`src/amnc_map.svh`:
```
`ifndef AMNC_MAP_SVH
`define AMNC_MAP_SVH
// register indices; byte address is four times the index
`define AMNC_IF_IDX 8'heb
`define AMNC_HF_IDX 8'hee
// field positions
`define AMNC_FLT_MSB 7
`define AMNC_FLT_LSB 4
`define AMNC_HYS_MSB 3
`define AMNC_HYS_LSB 0
// reset values
`define AMNC_FLT_RST 4'h8
`define AMNC_HYS_RST 4'h0
// timing
`define AMNC_CLK_PS 10000
`define AMNC_FLT0_NS 5
`define AMNC_FLT1_NS 20
`define AMNC_FLT2_NS 40
`define AMNC_FLT3_NS 60
`define AMNC_FLT4_NS 80
`endif

```
`src/amnc_pkg.sv`:
```
package amnc_pkg;
  typedef enum logic [1:0] {
    AMNC_BYPASS = 2'b00,
    AMNC_NARROW = 2'b01,
    AMNC_MIDDLE = 2'b10,
    AMNC_WIDEST = 2'b11
  } amnc_hyst_e;
  typedef logic [3:0] amnc_cyc_t;
endpackage : amnc_pkg

```
`src/amnc_top.sv`:
```
// Contract
// - filter width select in bits 7..4
// - hysteresis select in bits 3..0
// - zero hysteresis select bypasses buffer
// - priority decode: bit3 wide, bit2 middle
// - hysteresis select resets to zero
// - short pulses never reach the counter
// - set-bit count picks 5..80 ns width
// - filter select resets to 1000
// - vco register acts only in hf mode
// - vco register holds bits 3..0 only
// - vco select uses same decode, zero bypasses
// - vco select resets to zero
// - registers take whole bytes, no bit access
//
// Decided for this implementation: the AHB-Lite interface to the registers.
`timescale 1ns/1ps
`include "amnc_map.svh"
module amnc_top
  import amnc_pkg::*;
(
  input wire logic hclk, // system clock
  input wire logic hresetn, // async reset, active low
  input wire logic hsel, // slave select
  input wire logic [31:0] haddr, // byte address
  input wire logic [1:0] htrans, // transfer type
  input wire logic hwrite, // write when high
  input wire logic [2:0] hsize, // transfer size
  input wire logic [31:0] hwdata, // write data
  input wire logic hready, // bus ready
  output logic hreadyout, // slave ready
  output logic hresp, // always okay
  output logic [31:0] hrdata, // read data
  input wire logic am_if_amplifier, // raw am if amp output
  input wire logic low_band_vco, // raw low band vco amp output
  input wire logic high_frequency_mode, // hf mode active
  output amnc_pkg::amnc_hyst_e am_if_hysteresis_level, // buffer setting
  output amnc_pkg::amnc_hyst_e am_vco_hf_hysteresis_level, // buffer setting
  output logic if_frequency_counter, // filtered input to counter
  output logic low_band_vco_out // synchronised vco level
);
  import amnc_pkg::*;

  function automatic amnc_hyst_e hyst_decode(input logic [3:0] sel);
    if (sel[3]) hyst_decode = AMNC_WIDEST;
    else if (sel[2]) hyst_decode = AMNC_MIDDLE;
    else if (sel[1] || sel[0]) hyst_decode = AMNC_NARROW;
    else hyst_decode = AMNC_BYPASS;
  endfunction : hyst_decode

  function automatic logic hit(input logic [29:0] word, input logic [7:0] idx);
    hit = (word == {22'h000000, idx});
  endfunction : hit

  function automatic amnc_cyc_t ns2cyc(input int ns);
    int c;
    c = (ns * 1000 + `AMNC_CLK_PS - 1) / `AMNC_CLK_PS;
    if (c < 1) c = 1;
    ns2cyc = c[3:0];
  endfunction : ns2cyc

  // bus slave state
  logic wr_pend_r;
  logic wr_pend_nxt;
  logic [29:0] wr_word_r;
  logic [29:0] wr_word_nxt;
  logic [31:0] hrdata_r;
  logic [31:0] hrdata_nxt;
  logic hreadyout_r;
  logic hresp_r;
  logic [3:0] if_flt_r;
  logic [3:0] if_flt_nxt;
  logic [3:0] if_hys_r;
  logic [3:0] if_hys_nxt;
  logic [3:0] hf_hys_r;
  logic [3:0] hf_hys_nxt;
  logic addr_ok;
  logic [7:0] if_cfg_view;

  assign addr_ok = hsel && htrans[1] && hready;
  assign if_cfg_view = {if_flt_nxt, if_hys_nxt};

  // whole-byte register writes land in the data phase
  always_comb begin
    wr_pend_nxt = addr_ok && hwrite;
    wr_word_nxt = addr_ok ? haddr[31:2] : wr_word_r;
    if_flt_nxt = if_flt_r;
    if_hys_nxt = if_hys_r;
    hf_hys_nxt = hf_hys_r;
    if (wr_pend_r && hit(wr_word_r, `AMNC_IF_IDX)) begin
      if_flt_nxt = hwdata[`AMNC_FLT_MSB:`AMNC_FLT_LSB];
      if_hys_nxt = hwdata[`AMNC_HYS_MSB:`AMNC_HYS_LSB];
    end
    if (wr_pend_r && hit(wr_word_r, `AMNC_HF_IDX)) begin
      hf_hys_nxt = hwdata[`AMNC_HYS_MSB:`AMNC_HYS_LSB];
    end
  end

  // read data is forwarded from the next values so a read right
  // behind a write sees the new contents
  always_comb begin
    hrdata_nxt = hrdata_r;
    if (addr_ok && !hwrite) begin
      hrdata_nxt = 32'h00000000;
      if (hit(haddr[31:2], `AMNC_IF_IDX)) hrdata_nxt = {24'h000000, if_cfg_view};
      if (hit(haddr[31:2], `AMNC_HF_IDX)) hrdata_nxt = {28'h0000000, hf_hys_nxt};
    end
  end

  always_ff @(posedge hclk or negedge hresetn) begin
    if (!hresetn) begin
      wr_pend_r <= 1'b0;
      wr_word_r <= 30'h00000000;
      hrdata_r <= 32'h00000000;
      hreadyout_r <= 1'b1;
      hresp_r <= 1'b0;
      if_flt_r <= `AMNC_FLT_RST;
      if_hys_r <= `AMNC_HYS_RST;
      hf_hys_r <= `AMNC_HYS_RST;
    end else begin
      wr_pend_r <= wr_pend_nxt;
      wr_word_r <= wr_word_nxt;
      hrdata_r <= hrdata_nxt;
      hreadyout_r <= 1'b1;
      hresp_r <= 1'b0;
      if_flt_r <= if_flt_nxt;
      if_hys_r <= if_hys_nxt;
      hf_hys_r <= hf_hys_nxt;
    end
  end

  assign hreadyout = hreadyout_r;
  assign hresp = hresp_r;
  assign hrdata = hrdata_r;

  // buffer settings
  amnc_hyst_e if_lvl_r;
  amnc_hyst_e if_lvl_nxt;
  amnc_hyst_e hf_lvl_r;
  amnc_hyst_e hf_lvl_nxt;

  always_comb begin
    if_lvl_nxt = hyst_decode(if_hys_r);
    // outside hf mode the vco path is left unconditioned
    hf_lvl_nxt = high_frequency_mode ? hyst_decode(hf_hys_r) : AMNC_BYPASS;
  end

  always_ff @(posedge hclk or negedge hresetn) begin
    if (!hresetn) begin
      if_lvl_r <= AMNC_BYPASS;
      hf_lvl_r <= AMNC_BYPASS;
    end else begin
      if_lvl_r <= if_lvl_nxt;
      hf_lvl_r <= hf_lvl_nxt;
    end
  end

  assign am_if_hysteresis_level = if_lvl_r;
  assign am_vco_hf_hysteresis_level = hf_lvl_r;

  // three-stage synchronisers; bit 0 am if, bit 1 vco
  logic [1:0] pin_in;
  logic [1:0] s1_r;
  logic [1:0] s2_r;
  logic [1:0] s3_r;
  logic [1:0] s1_nxt;
  logic [1:0] s2_nxt;
  logic [1:0] s3_nxt;

  assign pin_in = {low_band_vco, am_if_amplifier};

  genvar gi;
  generate
    for (gi = 0; gi < 2; gi++) begin : g_sync
      always_comb begin
        s1_nxt[gi] = pin_in[gi];
        s2_nxt[gi] = s1_r[gi];
        s3_nxt[gi] = s2_r[gi];
      end
      always_ff @(posedge hclk or negedge hresetn) begin
        if (!hresetn) begin
          s1_r[gi] <= 1'b0;
          s2_r[gi] <= 1'b0;
          s3_r[gi] <= 1'b0;
        end else begin
          s1_r[gi] <= s1_nxt[gi];
          s2_r[gi] <= s2_nxt[gi];
          s3_r[gi] <= s3_nxt[gi];
        end
      end
    end
  endgenerate

  assign low_band_vco_out = s3_r[1];

  // minimum width from the number of set bits
  amnc_cyc_t min_cyc;
  always_comb begin
    unique case (4'(if_flt_r[0]) + 4'(if_flt_r[1]) + 4'(if_flt_r[2]) + 4'(if_flt_r[3]))
      4'h0: min_cyc = ns2cyc(`AMNC_FLT0_NS);
      4'h1: min_cyc = ns2cyc(`AMNC_FLT1_NS);
      4'h2: min_cyc = ns2cyc(`AMNC_FLT2_NS);
      4'h3: min_cyc = ns2cyc(`AMNC_FLT3_NS);
      default: min_cyc = ns2cyc(`AMNC_FLT4_NS);
    endcase
  end

  // shorter pulses are swallowed before the counter sees them
  amnc_pulse_filter u_flt (
    .hclk(hclk),
    .hresetn(hresetn),
    .din_agree(s2_r[0] == s3_r[0]),
    .din(s3_r[0]),
    .min_cycles(min_cyc),
    .dout_r(if_frequency_counter)
  );

  // checks
  logic rd_hf_a;
  assign rd_hf_a = addr_ok && !hwrite && hit(haddr[31:2], `AMNC_HF_IDX);

  property p_reset_vals;
    @(posedge hclk) disable iff (!hresetn)
    $rose(hresetn) |-> (if_flt_r == 4'h8) && (if_hys_r == 4'h0) && (hf_hys_r == 4'h0);
  endproperty
  a_reset_vals: assert property (p_reset_vals) else $error("bad reset value");

  property p_if_write;
    @(posedge hclk) disable iff (!hresetn)
    (wr_pend_r && hit(wr_word_r, `AMNC_IF_IDX))
      |=> (if_flt_r == $past(hwdata[7:4])) && (if_hys_r == $past(hwdata[3:0]));
  endproperty
  a_if_write: assert property (p_if_write) else $error("if register write lost");

  property p_bypass;
    @(posedge hclk) disable iff (!hresetn)
    (if_hys_r == 4'h0) |=> (am_if_hysteresis_level == AMNC_BYPASS);
  endproperty
  a_bypass: assert property (p_bypass) else $error("if buffer not bypassed");

  property p_prio;
    @(posedge hclk) disable iff (!hresetn)
    (if_hys_r[3:2] == 2'b01) |=> (am_if_hysteresis_level == AMNC_MIDDLE);
  endproperty
  a_prio: assert property (p_prio) else $error("if priority decode wrong");

  property p_hf_off;
    @(posedge hclk) disable iff (!hresetn)
    !high_frequency_mode |=> (am_vco_hf_hysteresis_level == AMNC_BYPASS);
  endproperty
  a_hf_off: assert property (p_hf_off) else $error("vco conditioned outside hf");

  property p_hf_wide;
    @(posedge hclk) disable iff (!hresetn)
    (high_frequency_mode && hf_hys_r[3]) |=> (am_vco_hf_hysteresis_level == AMNC_WIDEST);
  endproperty
  a_hf_wide: assert property (p_hf_wide) else $error("vco decode wrong");

  property p_hf_read;
    @(posedge hclk) disable iff (!hresetn)
    rd_hf_a |=> (hrdata[31:4] == 28'h0000000);
  endproperty
  a_hf_read: assert property (p_hf_read) else $error("vco upper bits not zero");

  property p_flt_long;
    @(posedge hclk) disable iff (!hresetn)
    ($changed(if_frequency_counter) && $past(if_flt_r == 4'hf, 1) && $past(if_flt_r == 4'hf, 8))
      |-> ($past(s3_r[0], 1) == if_frequency_counter)
          && ($past(s3_r[0], 8) == if_frequency_counter);
  endproperty
  a_flt_long: assert property (p_flt_long) else $error("short pulse passed");

  property p_bus_ok;
    @(posedge hclk) disable iff (!hresetn)
    hreadyout && !hresp;
  endproperty
  a_bus_ok: assert property (p_bus_ok) else $error("bus answer not okay ready");

  property p_cv_write;
    @(posedge hclk) disable iff (!hresetn)
    wr_pend_r && hit(wr_word_r, `AMNC_IF_IDX);
  endproperty
  c_cv_write: cover property (p_cv_write);

  property p_cv_pass;
    @(posedge hclk) disable iff (!hresetn)
    $rose(if_frequency_counter);
  endproperty
  c_cv_pass: cover property (p_cv_pass);

  property p_cv_hf;
    @(posedge hclk) disable iff (!hresetn)
    am_vco_hf_hysteresis_level == AMNC_WIDEST;
  endproperty
  c_cv_hf: cover property (p_cv_hf);
endmodule : amnc_top

```
`src/amnc_pulse_filter.sv`:
```
`timescale 1ns/1ps
module amnc_pulse_filter
  import amnc_pkg::*;
(
  input wire logic hclk, // system clock
  input wire logic hresetn, // async reset, active low
  input wire logic din_agree, // last two sync stages agree
  input wire logic din, // synchronised level
  input wire amnc_pkg::amnc_cyc_t min_cycles, // required persistence
  output logic dout_r // qualified level
);
  import amnc_pkg::*;

  amnc_cyc_t cnt_r;
  amnc_cyc_t cnt_nxt;
  logic dout_nxt;

  // a level only passes after it persisted min_cycles samples
  always_comb begin
    cnt_nxt = '0;
    dout_nxt = dout_r;
    if (din_agree && (din != dout_r)) begin
      cnt_nxt = cnt_r + 4'h1;
      if (cnt_nxt >= min_cycles) begin
        dout_nxt = din;
        cnt_nxt = '0;
      end
    end else if (din != dout_r) begin
      // stages disagree: hold the count, the change is not yet real
      cnt_nxt = cnt_r;
    end
  end

  always_ff @(posedge hclk or negedge hresetn) begin
    if (!hresetn) begin
      cnt_r <= 4'h0;
      dout_r <= 1'b0;
    end else begin
      cnt_r <= cnt_nxt;
      dout_r <= dout_nxt;
    end
  end
endmodule : amnc_pulse_filter

```
`config.mk`:
```
export PLATFORM = sky130hd
export DESIGN_NAME = amnc_top
export DESIGN_NICKNAME = d
export VERILOG_FILES = /design/src/amnc_pkg.sv /design/src/amnc_top.sv /design/src/amnc_pulse_filter.sv
export VERILOG_INCLUDE_DIRS = /design/src /design/src/src
export SDC_FILE = /design/constraint.sdc
export NUM_CORES = 1
export LEC_CHECK = 0
export BUFFER_PORTS_ARGS = -buffer_cell sky130_fd_sc_hd__buf_2
export CAP_MARGIN = 20
export CORE_MARGIN = 2
export CORE_UTILIZATION = 49
export CTS_CLUSTER_DIAMETER = 150
export DETAILED_ROUTE_END_ITERATION = 12
export GPL_TIMING_DRIVEN = 0
export PLACE_DENSITY_LB_ADDON = 0.25
export SLEW_MARGIN = 0
export SYNTH_ARGS = -nofsm -noshare
export SYNTH_HDL_FRONTEND = slang
export SYNTH_HIERARCHICAL = 1
export SYNTH_SLANG_ARGS = --single-unit
```
`constraint.sdc`:
```
create_clock -name hclk -period 3.9 [get_ports hclk]
set_clock_uncertainty 0.2 [all_clocks]
set_input_delay 0 -clock hclk [delete_from_list [all_inputs] [get_ports hclk]]
set_output_delay 0 -clock hclk [all_outputs]
set_load 0.01 [all_outputs]
```
==> flow_metrics.env <==
export IMPL_synth_area_per_cell_sq_um=12.7
export IMPL_finalSetupViolations=0
export IMPL_synthFlopType="dfrtp_1"
export IMPL_routedWlPerCell_um=14.4
export IMPL_tns_ns=0
export IMPL_drive_above_1_share_pct=38.3
export IMPL_relSlewSlack_pct=45.5
export IMPL_synth_top_area_share_pct=52.5
export IMPL_synth_edf_count=0
export IMPL_fp_coreArea_sq_um=6030
export IMPL_synthCells=245
export IMPL_p_leak_nw=2.15
export IMPL_hold_violations=0
export IMPL_hpwl_um=4490
export IMPL_syn_area_sq_um=3100
export IMPL_nets=469
export IMPL_cpMostUsedCell="ha_1"
export IMPL_vias=2273
export IMPL_grt_max_degree=67
export IMPL_cp_buffers_inverters=0
export IMPL_status="finished clean"
export IMPL_slowest_stage="dfstp_2"
export IMPL_grt_pass1_wl_um=11100
export IMPL_rsz0062_at_grt="false"
export IMPL_max_stage_delay_ns=0.54
export IMPL_crit_fanout=5
export IMPL_worst_pin_slew_ns=0.818
export IMPL_worstReg2RegStart="if_flt_r[3]$_DFF_PN1_"
export IMPL_die_h_um=83.5
export IMPL_path_class="reg2reg"
export IMPL_htree_levels=3
export IMPL_clock_latency_ns=0.33
export IMPL_cp_cell_sequence="fa_1, ha_1, ha_1, nor3_1, ha_1, nand2b_4, a2111oi_4, a21oi_2, a31o_1"
export IMPL_r2r_end="u_flt/dout_r$_DFFE_PN0P_"
export IMPL_die_x_um=83.5
export IMPL_yosys_warnings=6
export IMPL_crit_family="adder cells"
export IMPL_final_cell_mix="65 x dfrtp_1, 60 x buf_2, 44 x dlygate4sd3_1"
export IMPL_synth_area_leaders="dfrtp_1 52%, mux2_2 12%, buf_4 6.3%"
export IMPL_grt_ovfl_total=0
export IMPL_dr_pass1_iters=4
export IMPL_fillers=447
export IMPL_crit_required_ns=3.93
export IMPL_seq_area_sq_um=1650
export IMPL_reg2reg_depth=9
export IMPL_grt_total_usage_pct=20.1
export IMPL_cts_tree="yes"
export IMPL_p_per_area_nw_per_um2=389
export IMPL_synthToLayoutAreaGrowth_pct=37.6
export IMPL_wirelength_um=6680
export IMPL_r2r_setup_slack_ns=0.89
export IMPL_routabilityCongestion=0.719
export IMPL_drtIter0Drc=96
export IMPL_rows=28
export IMPL_mostFrequentLayoutCell="dfrtp_1"
export IMPL_seq_area_frac_synth_pct=53.3
export IMPL_ys_async_sr_fraction_pct=100
export IMPL_fin_cells=464
export IMPL_drc_errors=0
export IMPL_synth_top_area_cell="dfrtp_1"
export IMPL_avgViaCountPerCell=4.90
export IMPL_cts_sinks=66
export IMPL_utilization_pct=70.8
export IMPL_clk_pin_slew_ns=0.07
export IMPL_clock_path_buffers=2
export IMPL_fmaxAchievable_mhz=332
export IMPL_multiInputGateArea_sq_um=1270
export IMPL_worst_setup_path_end_kind="flop"
export IMPL_antenna_found_initial=0
export IMPL_hold_class="in2async"
export IMPL_cts_buffers=9
export IMPL_io_buffer_count=60
export IMPL_dieArea_sq_um=6980
export IMPL_grt_pass1_vias=2399
export IMPL_finalPower_w=0.00166
export IMPL_synth_cell_types=50
export IMPL_timing_final_crit_share_pct=77.3
export IMPL_io_pins=117
export IMPL_start_kind="flop"
export IMPL_dp_cells=404
export IMPL_ant_nets=0
export IMPL_arrival_ns=3.04
export IMPL_root_buffer="clkbuf_8"
export IMPL_vdd_drop_max_v=0.000330
export IMPL_min_period_ns=3.01
export IMPL_ys_seq_elements=66
export IMPL_drv_slew=0
export IMPL_antenna_cells=0
export IMPL_start_util_pct=51.5
export IMPL_max_cap_viol_count=0
==> cells by family after synthesis <==
logic type,after synthesis,synth area share [%]
xor gates and xnor gates,4,1.13
and+or+nand+nor,52,11.3
other,2,0.242
buffers and inverters,45,8.64
muxes,42,14.9
AOI/OAI and AO/OA,26,6.98
adders and majority gates,8,3.47
DFF,66,53.3
==> state kept, by name, indices dropped and copies added, names as in the netlist <==
name / cells
am_if_hysteresis_level: 2
if_flt_r: 4
if_hys_r: 4
s1_r: 2
hrdata: 8
u_flt/cnt_r: 4
hf_hys_r: 4
wr_pend_r: 1
s3_r: 1
u_flt/dout_r: 1
low_band_vco_out: 1
wr_word_r: 30
s2_r: 2
am_vco_hf_hysteresis_level: 2
==> Yosys cell counts (2+ instances only) <==
cell,n
inv_1,13
dfrtp_1,65
nor2_1,6
a32o_1,4
buf_4,26
xor2_1,3
o21ai_0,3
nand4b_1,2
ha_1,7
a21oi_1,3
a21o_1,2
nor2b_1,2
nand3b_1,4
nand3_1,6
conb_1,2
mux2_2,34
nand2_1,9
buf_1,3
mux2i_1,8
o21a_1,2
nor4_1,7
clkbuf_1,2
o221ai_1,4
nor4_2,2
==> where the power goes <==
part,leakage (nW),switching (W),internal [W]
Clock,0.119,0.000251,0.000411
Combinational,1.19,0.0000848,0.000126
Sequential,0.839,0.0000384,0.000749
==> through the flow <==
step                      hold WS [ns]  setup slack, ns  cell area, sq um
final                           0.0874            0.885              4270
after global placement         -0.0899            0.918              3580
after CTS                       0.0927            0.871              4270
after global routing             0.124            0.778              4270
after detailed placement       -0.0902            0.893              3590
after floorplan                 -0.496             1.01              3190
==> cell type report <==
cell class	count	area share, %
Tap cell	75	2.20
Clock inverter	4	1.70
Timing Repair Buffer	104	17.4
Sequential cell	66	38.8
Buffer	32	5.13
Multi-Input combinational cell	158	29.8
Clock buffer	12	3.87
Inverter	13	1.14
==> worst max-delay path by stage <==
stage                               end  depth (start not counted)  slack [ns]             startpoint
4_1_cts        u_flt/dout_r$_DFFE_PN0P_                          9        0.87  if_flt_r[3]$_DFF_PN1_
6_report       u_flt/dout_r$_DFFE_PN0P_                          9        0.89  if_flt_r[3]$_DFF_PN1_
2_1_floorplan  u_flt/dout_r$_DFFE_PN0P_                          9        1.01  if_flt_r[3]$_DFF_PN1_
3_5_place_dp   u_flt/dout_r$_DFFE_PN0P_                          9        0.89  if_flt_r[3]$_DFF_PN1_
5_1_grt        u_flt/dout_r$_DFFE_PN0P_                          9        0.78  if_flt_r[3]$_DFF_PN1_
3_3_place_gp   u_flt/dout_r$_DFFE_PN0P_                          9        0.92  if_flt_r[3]$_DFF_PN1_
==> metal layers <==
layer | GRT usage, % | vias to the layer above | wire length [um] | share of wire, %
met5 | 0 | - | 0 | 0
met4 | 8.65 | 0 | 119 | 1.8
li1 | - | 1105 | - | -
met2 | 36.4 | 66 | 3540 | 53
met3 | 4.55 | 12 | 309 | 4.6
met1 | 22.7 | 1090 | 2710 | 41
==> repair_timing <==
action,CTS,global route
buffers inserted,0,0
gates resized for setup,0,0
hold buffers,44,0
hold endpoints to repair,120,0
endpoints found under the setup margin,0,0
No activity file was read; power rests on OpenSTA's default activity.
